===== config.mk =====
export PLATFORM = sky130hd
export DESIGN_NAME = ofd_host
export DESIGN_NICKNAME = d
export VERILOG_FILES = /design/src/design/ofd_pkg.sv /design/src/design/ofd_host.sv /design/src/design/ofd_sync.sv
export SDC_FILE = /design/constraint.sdc
export NUM_CORES = 1
export LEC_CHECK = 0
export ABC_AREA = 1
export BUFFER_PORTS_ARGS = -buffer_cell sky130_fd_sc_hd__buf_2
export CAP_MARGIN = 20
export CORE_MARGIN = 2
export CORE_UTILIZATION = 59
export CTS_BUF_LIST = sky130_fd_sc_hd__clkbuf_4 sky130_fd_sc_hd__clkbuf_8
export DETAILED_ROUTE_END_ITERATION = 7
export GPL_TIMING_DRIVEN = 0
export PLACE_DENSITY = 0.83
export SYNTH_ARGS = -nofsm -noshare
export SYNTH_HDL_FRONTEND = slang
export SYNTH_SLANG_ARGS = --single-unit

===== constraint.sdc =====
create_clock -name clock -period 1.8 [get_ports clock]
set_input_delay 0.09 -clock clock [delete_from_list [all_inputs] [get_ports clock]]
set_output_delay 0.09 -clock clock [all_outputs]
set_load 0.005 [all_outputs]

===== src/design/ofd_pkg.sv =====
// Purpose: shared constants for the host-side fault service controller
// Assumes: 25 MHz host clock
// Notes:   times kept in their own units, cycle counts derived here
`default_nettype none
package ofd_pkg;
   localparam int unsigned CLOCK_HZ            = 25000000; // host clock rate
   localparam int unsigned T_FLAG_CLEAR_NS     = 1000;     // clear delay, 1 us
   localparam int unsigned T_MIN_DISABLE_NS    = 100;      // least request pulse
   localparam int unsigned T_LASER_ON_MS       = 2;        // laser on time
   localparam int unsigned T_POLL_US           = 100;      // periodic sample spacing
   // least times round up to whole cycles
   localparam int unsigned CLEAR_CYC =
      (T_FLAG_CLEAR_NS * (CLOCK_HZ / 1000000) + 999) / 1000;
   localparam int unsigned PULSE_CYC =
      (T_MIN_DISABLE_NS * (CLOCK_HZ / 1000000) + 999) / 1000;
   localparam int unsigned LASER_ON_CYC = T_LASER_ON_MS * (CLOCK_HZ / 1000);
   localparam int unsigned POLL_CYC     = T_POLL_US * (CLOCK_HZ / 1000000);
   localparam int unsigned TMR_W        = 24;          // wait counter width
   // outcome codes
   typedef enum logic [2:0]
   {
      OFD_NONE,
      OFD_SELF_CORRECTED,
      OFD_LINK_INDUCED,
      OFD_MODULE_CORRECTED,
      OFD_HARD_FAILURE
   } ofd_result_t;
endpackage : ofd_pkg
`default_nettype wire


===== src/design/ofd_host.sv =====
// Purpose: host service routine for the adapter trouble flag and laser-off request
// Assumes: trouble flag is open drain, pulled high on the host
// Notes:   one fault service per detection, result held until next service
//
// Contract
// - host samples flag level periodically
// - exactly one clear attempt per detection
// - resample first; clear means self-corrected
// - still low: request, wait clear delay
// - still low: release, report link-induced
// - cleared: module-induced, release, wait on-time
// - final sample: low means hard failure
// - request held at least 100 ns
// - host may ignore flag, tie request low
`default_nettype none
module ofd_host (
   // clock, reset, enable
   input  wire logic                 clock,
   input  wire logic                 arst_n,
   input  wire logic                 clk_en,
   // control from host logic
   input  wire logic                 service_enable,
   // trouble flag pin, active low, input only
   input  wire logic                 trouble_flag_n,
   // laser-off request pin
   output logic                      laser_off_request_pin,
   // outcome
   output logic                      busy,
   output logic                      result_valid,
   output ofd_pkg::ofd_result_t      result,
   output logic                      link_service_req
);
   import ofd_pkg::*;

   typedef enum logic [2:0]
   {
      OFD_IDLE,
      OFD_RESAMPLE,
      OFD_DISABLE,
      OFD_RELEASE_WAIT,
      OFD_HOLDOFF
   } ofd_state_t;

   logic              rst_sync1_reg; // reset release stage 1
   logic              rst_n_reg;     // released reset copy
   logic              flag_low;      // synchronised flag asserted
   logic              flag_sync;     // synchronised raw level
   ofd_state_t        state_reg;     // service routine state
   logic [TMR_W-1:0]  tmr_reg;       // wait counter
   logic [TMR_W-1:0]  poll_reg;      // poll spacing counter
   logic              poll_tick;     // periodic sample strobe
   logic              armed_reg;     // detection may start a service

   // reset release through two flops
   always_ff @(posedge clock or negedge arst_n)
   begin
      if (!arst_n)
      begin
         rst_sync1_reg <= 1'b0;
         rst_n_reg     <= 1'b0;
      end
      else
      begin
         rst_sync1_reg <= 1'b1;
         rst_n_reg     <= rst_sync1_reg;
      end
   end

   // flag synchroniser, idles released (high)
   ofd_sync #(.RST_VAL(1'b1)) u_flag_sync (
      .clock (clock),
      .rst_n (rst_n_reg),
      .ce    (clk_en),
      .d     (trouble_flag_n),
      .q     (flag_sync)
   );
   assign flag_low = ~flag_sync;

   // periodic sampling of the flag level, not its edge
   always_ff @(posedge clock or negedge rst_n_reg)
   begin
      if (!rst_n_reg)
         poll_reg <= '0;
      else if (clk_en)
      begin
         if (poll_tick)
            poll_reg <= '0;
         else
            poll_reg <= poll_reg + 1'b1;
      end
   end
   assign poll_tick = (poll_reg == TMR_W'(POLL_CYC - 1));

   // armed: a level seen low again only counts after a clean high sample,
   // so a lingering link fault does not trigger repeated clear attempts
   always_ff @(posedge clock or negedge rst_n_reg)
   begin
      if (!rst_n_reg)
         armed_reg <= 1'b1;
      else if (clk_en)
      begin
         if (state_reg == OFD_IDLE && poll_tick && !flag_low)
            armed_reg <= 1'b1;
         else if (state_reg == OFD_IDLE && poll_tick && flag_low && service_enable)
            armed_reg <= 1'b0;
      end
   end

   // service routine; waits counted in host clocks
   always_ff @(posedge clock or negedge rst_n_reg)
   begin
      if (!rst_n_reg)
      begin
         state_reg             <= OFD_IDLE;
         tmr_reg               <= '0;
         laser_off_request_pin <= 1'b0;
         result                <= OFD_NONE;
         result_valid          <= 1'b0;
         link_service_req      <= 1'b0;
      end
      else if (clk_en)
      begin
         result_valid <= 1'b0;
         case (state_reg)
            OFD_IDLE:
            begin
               // disabled host leaves request low and ignores flag
               if (service_enable && poll_tick && flag_low && armed_reg)
                  state_reg <= OFD_RESAMPLE;
            end
            OFD_RESAMPLE:
            begin
               if (!flag_low)
               begin
                  result       <= OFD_SELF_CORRECTED;
                  result_valid <= 1'b1;
                  state_reg    <= OFD_IDLE;
               end
               else
               begin
                  laser_off_request_pin <= 1'b1;
                  link_service_req      <= 1'b0;
                  tmr_reg               <= '0;
                  state_reg             <= OFD_DISABLE;
               end
            end
            OFD_DISABLE:
            begin
               // clear delay covers the 100 ns least pulse too; two extra cycles
               // cover the synchroniser lag, so the level judged here is at least
               // the clear delay old when the request drops
               if (tmr_reg == TMR_W'(CLEAR_CYC + 1))
               begin
                  laser_off_request_pin <= 1'b0;
                  tmr_reg               <= '0;
                  if (flag_low)
                  begin
                     result           <= OFD_LINK_INDUCED;
                     result_valid     <= 1'b1;
                     link_service_req <= 1'b1;
                     state_reg        <= OFD_IDLE;
                  end
                  else
                     state_reg <= OFD_RELEASE_WAIT;
               end
               else
                  tmr_reg <= tmr_reg + 1'b1;
            end
            OFD_RELEASE_WAIT:
            begin
               // one cycle beyond the on time plus the hold-off step: the flag
               // seen in hold-off is sampled a full on time after release
               if (tmr_reg == TMR_W'(LASER_ON_CYC))
                  state_reg <= OFD_HOLDOFF;
               else
                  tmr_reg <= tmr_reg + 1'b1;
            end
            OFD_HOLDOFF:
            begin
               result       <= flag_low ? OFD_HARD_FAILURE : OFD_MODULE_CORRECTED;
               result_valid <= 1'b1;
               tmr_reg      <= '0;
               state_reg    <= OFD_IDLE;
            end
            default:
               state_reg <= OFD_IDLE;
         endcase
      end
   end

   assign busy = (state_reg != OFD_IDLE);
endmodule : ofd_host
`default_nettype wire


===== src/design/ofd_sync.sv =====
// Purpose: two-stage level synchroniser for the trouble flag
// Assumes: constant reset value given by parameter
// Notes:   first stage read only by the second
`default_nettype none
module ofd_sync #(
   parameter logic RST_VAL = 1'b1
) (
   // clock and reset
   input  wire logic clock,
   input  wire logic rst_n,
   input  wire logic ce,
   // data
   input  wire logic d,
   output logic      q
);
   logic meta_reg; // first stage, metastability catcher

   // two flops; reset value is a constant
   always_ff @(posedge clock or negedge rst_n)
   begin
      if (!rst_n)
      begin
         meta_reg <= RST_VAL;
         q        <= RST_VAL;
      end
      else if (ce)
      begin
         meta_reg <= d;
         q        <= meta_reg;
      end
   end
endmodule : ofd_sync
`default_nettype wire


---- After elaboration in Yosys (flattened, before gate mapping) ----
Cells that the tools add are included.
storage, ports and cells
  word-level logic and storage cells ...... 76
  input port bits ......................... 5
  output and inout bits ................... 7
  register bits after elaboration ......... 62
cells by class
  bitwise logic cells ..................... 1
  equal/unequal tests ..................... 14
  mux-type cells .......................... 28
  reduce and logical (&&, ||, !) cells .... 19
  add/sub/neg operators ................... 2
operators by type and width
  kind                                                   count
  2-to-1 mux 24 bit                                      4
  one-hot mux 24 bit (4 select lines)                    1
  adder 24 x 1 -> 24 bit, second input constant          2
  equality test 24 x 12 -> 1 bit, second input constant  1
  equality test 24 x 16 -> 1 bit, second input constant  1
  equality test 24 x 5 -> 1 bit, second input constant   1
  2-to-1 mux 3 bit                                       7
  one-hot mux 3 bit (4 select lines)                     1
  AND reduction 4 bit                                    3
  inequality test 2 bit, second input constant           5
  AND reduction 5 bit                                    2
  2-to-1 mux 1 bit                                       9
  one-hot mux 3 bit (3 select lines)                     1
  logical AND 1 bit                                      7
  equality test 3 x 2 -> 1 bit, second input constant    2
  nonzero test 3 bit                                     2
  2-to-1 mux 2 bit                                       2
  inequality test 2 x 1 -> 1 bit, second input constant  2
  one-hot mux 1 bit (2 select lines)                     2
  nonzero test 2 bit                                     2
  nonzero test 4 bit                                     1
  equality test 3 x 1 -> 1 bit, second input constant    1
  equality test 3 bit, second input constant             1
  zero test 3 bit                                        1
  3 further kinds                                        3

---- Logic depth before layout (Yosys ltp) ----
  word-level depth ........................ 6
  mapped depth ............................ 11
  gate-level depth less buffers ........... 10

---- Modules after synthesis ----
Synthesis repeated with hierarchy kept, for this count alone.
second synthesis, totals
  cell total of the unflattened synthesis .. 582
  area, all modules ....................... 3930.0 sq um
by module, submodules not included
  module    times used  cells an instance  seq. area each (sq um)  area an instance (sq um)
  ofd_host  1           573                1502.7                  3851.2
  ofd_sync  1           9                  52.6                    78.8

---- Least setup slack after synthesis ----
Ideal clock, no wire load.
  path kind ............................... reg-to-reg
  start ................................... register tmr_reg[0]
  end ..................................... register tmr_reg[1]
  period minus slack after synthesis ...... 1.665 ns
  cell stages (with the launch flop) ...... 11
  path buffers ............................ 1
  required time ........................... 1.681 ns
  path slack .............................. 0.135 ns
  setup time .............................. 0.119 ns
  arrival time ............................ 1.546 ns
  cell sequence ........................... dfrtp_1 -> inv_1 -> ha_1 -> nand3_1 -> nor2_1 -> nand4_4 -> nand2_4 -> inv_2 -> buf_6 -> nand3_1 -> o21ai_2
on the way
  cells in the longest elaborated chain, start to end .. 3
  elaborated cells between the ends (all ways) .. 8
  classes of those cells .................. add/sub: 1; eq/ne: 3; mux: 3; reduce/logical: 1
ends and longest elaborated chain
  item                                                                               line                              source
  from (decl)                                                                        ofd_host.sv:49                    logic [TMR_W-1:0] tmr_reg;
  from (signal assigned)                                                             ofd_host.sv:167                   tmr_reg <= tmr_reg + 1'b1;
  from (signal assigned)                                                             ofd_host.sv:176                   tmr_reg <= tmr_reg + 1'b1;
  adder 24 x 1 -> 24 bit (tied with other cells)                                     ofd_host.sv:167, ofd_host.sv:176
  2-to-1 mux 24 bit (tied with other cells)                                          ofd_host.sv:173                   if (tmr_reg == TMR_W'(LASER_ON_CYC))
  one-hot mux 24 bit (4 select lines) / AND reduction 4 bit (equally long branches)  -
Parallel ways exist; a longest one is shown, timed or not. The select of a mux whose other input is x is not followed.
A chain may end at the register's enable or synchronous reset.

---- Final worst setup path ----
  start ................................... register tmr_reg[1]
  end ..................................... register tmr_reg[10]
The elaborated chain is that of the path after synthesis.

==> out/results.tsv <==
stage	metric	value	unit
run_status	outcome	completed	
placed_design	io_buffers	10	
worst_setup_path	cp_slowest_stage_delay	0.43	ns
worst_setup_path	regToRegStartpoint	tmr_reg[1]$_DFFE_PN0P_	
pwr	peakVddDrop	0.0006494	V
timing	fin_worst_skew	0.01131	ns
pwr	power_density	705.3	mW/mm²
worst_setup_path	crit_family	simple AND/OR/NAND/NOR gates	
grt	antenna_found_initial	0	
routing	remaining_drc_errors	0	
worst_setup_path	crit_path_end_kind	flip-flop	
pwr	pwr-share-clk	0.363	
pwr	leakage	2.182	nW
cts	cts_tree	yes	
logic_synthesis	yosysSeqAreaShare	0.3903	
worst_setup_path	crit_fanout	5	
timing	tightest_slew	0.6429	ns
worst_setup_path	cp-start-kind	flip-flop	
floorplanning	coreArea	0.006459	mm²
worst_setup_path	startpoint	tmr_reg[1]$_DFFE_PN0P_	
pwr	p_sw	0.0009597	W
run	max-cap-violations	0	
worst_setup_path	worst-path-stages	9	
cts	clock_sinks	62	
placed_design	hpwl	6855	µm
finish	drive_above_1_share	0.1330	
logic_synthesis	synthCells	574	
placed_design	finalWeightedCongestion	1.014	
pwr	sw_frac_of_total	0.3068	
floorplanning	row_count	29	
worst_hold_path	hold_path.class	in2async	
routing	highest-signal-layer	met4	
routing	drtPass1Iterations	7	
routing	wl_met2	4296	µm
finish	fin_util	0.6867	
floorplanning	ios	12	
logic_synthesis	synth_fp_nets	583	
cts	clk_pin_slew	0.07	ns
worst_setup_path	arrival	1.95	ns
grt	grt_pass1_wl	15770	µm
routing	ant_nets	0	
logic_synthesis	yosysWarnings	0	
finish	nets	613	
cts	cts_max_path_buffers	2	
timing	fmax	0.5868	GHz
grt	grtUsageTotal	0.2657	
pwr	p_seq_frac	0.514	
worst_setup_path	critPathBufInv	0	
timing	slew_headroom	0.5714	
worst_setup_path	cp_data_required_time	2.04	ns
grt	grt_pass1_vias	3476	
floorplanning	start_util	0.6170	
floorplanning	die_y	86.19	µm
routing	wl_met3	649	µm
routing	drtIter0Drc	367	
timing	finalMaxSlewViolations	0	
floorplanning	dieArea	0.007428	mm²
grt	grt.overflow.total	0	
logic_synthesis	synth_cell_types	37	
worst_setup_path	rrSetupSlack	0.1	ns
timing	layout_min_cycle_time	1.704	ns
cts	h-tree-depth	3	
routing	vias_per_cell	5.630	
worst_setup_path	reg2reg_depth	9	
logic_synthesis	syn-cell-area	0.003985	mm²
logic_synthesis	ys_ff_latch	62	
routing	routedLengthMet1	4259	µm
routing	wire_per_inst	13.71	µm
logic_synthesis	synthFlopType	dfrtp_1	
worst_setup_path	crit_end	tmr_reg[10]$_DFFE_PN0P_	
finish	diodes	0	
floorplanning	die_w	86.19	µm
timing	hold_viol	0	
logic_synthesis	syn_area_per_cell	6.943	µm²
timing	finalCritPeriodShare	0.9467	
worst_setup_path	r2r_end	tmr_reg[10]$_DFFE_PN0P_	
worst_setup_path	crit_top_cell	nand2_1	
finish	fillers	530	
cts	clock_latency	0.35	ns
timing	worst_hold_slack	0.04706	ns
routing	routed_wl	9404	µm
cts	cts-root-buf	clkbuf_8	
worst_setup_path	critical_path_class	reg2reg	
logic_synthesis	async_reset_ff_frac	1.000	
grt	grt_max_degree	33	
worst_setup_path	path_cells	ha_2, nand2_1, nor2_4, nand2_2, nor2_1, xnor2_1, a21oi_1, nand2_1, nand2_1	
worst_setup_path	cp_slowest_cell	dfrtp_1	
finish	syn_to_final_growth	11.30	%
cts	cts_buffers	9	
timing	final-setup-viol-count	0	
pwr	p_comb_frac	0.123	
logic_synthesis	synth_edf_count	0	
routing	vias	3862	
pwr	p_int	0.002169	W
[power by group through the flow]
stage          registers (W)  logic (W)  clock network, W
2_1_floorplan        0.00161   0.000283                 0
3_3_place_gp         0.00164   0.000339                 0
3_5_place_dp         0.00163   0.000366                 0
4_1_cts              0.00161   0.000376           0.00115
5_1_grt              0.00163   0.000436           0.00122
6_report             0.00161   0.000383           0.00114
[layout make-up]
class / count / area [µm²] / share of cell area
Buffer: 10 / 68.82 / 0.01551
Clock buffer: 10 / 137.6 / 0.03103
Clock inverter: 6 / 43.79 / 0.009873
Inverter: 64 / 242.7 / 0.05473
Multi-Input combinational cell: 438 / 2151 / 0.4849
Sequential cell: 62 / 1558 / 0.3512
Tap cell: 77 / 96.34 / 0.02172
Timing Repair Buffer: 19 / 137.6 / 0.03103
[cell families (layout without fill, tap and decap cells)]
group                    Yosys count  in the layout  share of synthesized area
XOR/XNOR                          21             21                    0.04615
AO/OA/AOI/OAI                     54             54                    0.07849
other                              1              1                  0.0009410
buffers and inverters             74            109                    0.07755
AND/OR/NAND/NOR                  358            358                     0.3940
adder cells (fa/ha/maj)            4              4                    0.01256
flip-flops                        62             62                     0.3903
[cells in the final DEF (no fill, tap or decap), types with 4 or more instances in the layout]
master / instances
nand2_1: 183
nor2_1: 72
dfrtp_1: 57
nand3_1: 55
inv_1: 54
o21ai_0: 20
xor2_1: 18
a21oi_1: 17
buf_2: 14
nand4_1: 12
clkbuf_8: 10
inv_2: 8
nor2_4: 8
nor3_1: 6
nor2_2: 6
buf_4: 6
nand2_2: 4
nand3b_1: 4
o211ai_1: 4
o21ai_2: 4
[per-layer routing]
metal	vias to the layer above	GRT usage
met4	0	0.09091
met2	152	0.4200
met1	1784	0.3659
li1	1896	-
met5	-	0
met3	30	0.05619
[per-stage QoR]
step | cells | total power (W) | area (µm²) | setup slack (ns) | TNS (ns)
6_report | 686 | 0.003128 | 4436 | 0.09588 | 0
5_1_grt | 686 | 0.003289 | 4436 | -0.01274 | -0.02892
4_1_cts | 681 | 0.003137 | 4369 | 0.003761 | 0
3_5_place_dp | 662 | 0.001997 | 4153 | -0.1182 | -1.220
3_3_place_gp | 661 | 0.001982 | 4133 | -0.04341 | -0.2329
2_1_floorplan | 574 | 0.001897 | 3986 | 0.1350 | 0
[repair_timing]
action / CTS / global route
setup buffers: 0 / 5
gates resized for setup: 3 / 12
pin swaps: 0 / 3
hold buffers: 3 / 0
hold endpoints to repair: 4 / 0
setup endpoints to repair: 22 / 38
[cells in the mapped netlist (2+ instances only)]
master | instances | area share
clkbuf_1 | 2 | 0.0019
o21ai_2 | 4 | 0.0088
o211ai_1 | 4 | 0.0075
nand3b_1 | 4 | 0.0075
inv_2 | 7 | 0.0066
dfrtp_1 | 59 | 0.37
nor2_2 | 3 | 0.0047
buf_6 | 3 | 0.0085
nand2_1 | 185 | 0.17
a21oi_1 | 17 | 0.021
xor2_1 | 18 | 0.040
o21ai_0 | 21 | 0.026
nor3_1 | 6 | 0.0075
inv_1 | 56 | 0.053
o21bai_1 | 3 | 0.0057
buf_2 | 4 | 0.0050
nand4_1 | 12 | 0.019
nand3_1 | 55 | 0.069
nor3_2 | 2 | 0.0050
nor2_4 | 6 | 0.017
nor4_1 | 3 | 0.0047
dfstp_2 | 3 | 0.020
xnor2_1 | 3 | 0.0066
ha_1 | 4 | 0.013
nor2_1 | 77 | 0.073
nand2_2 | 2 | 0.0031
[worst min-delay path by stage]
stage / from / to / slack, ns / cells after the start
3_3_place_gp: arst_n / rst_sync1_reg$_DFF_PN0_ / -0.13 / 1
4_1_cts: arst_n / rst_n_reg$_DFF_PN0_ / 0.04 / 2
6_report: arst_n / rst_sync1_reg$_DFF_PN0_ / 0.05 / 2
5_1_grt: arst_n / rst_n_reg$_DFF_PN0_ / 0.06 / 2
2_1_floorplan: arst_n / rst_n_reg$_DFF_PN0_ / -0.21 / 0
3_5_place_dp: arst_n / rst_sync1_reg$_DFF_PN0_ / -0.12 / 1
(Power assumes the default switching activity.)
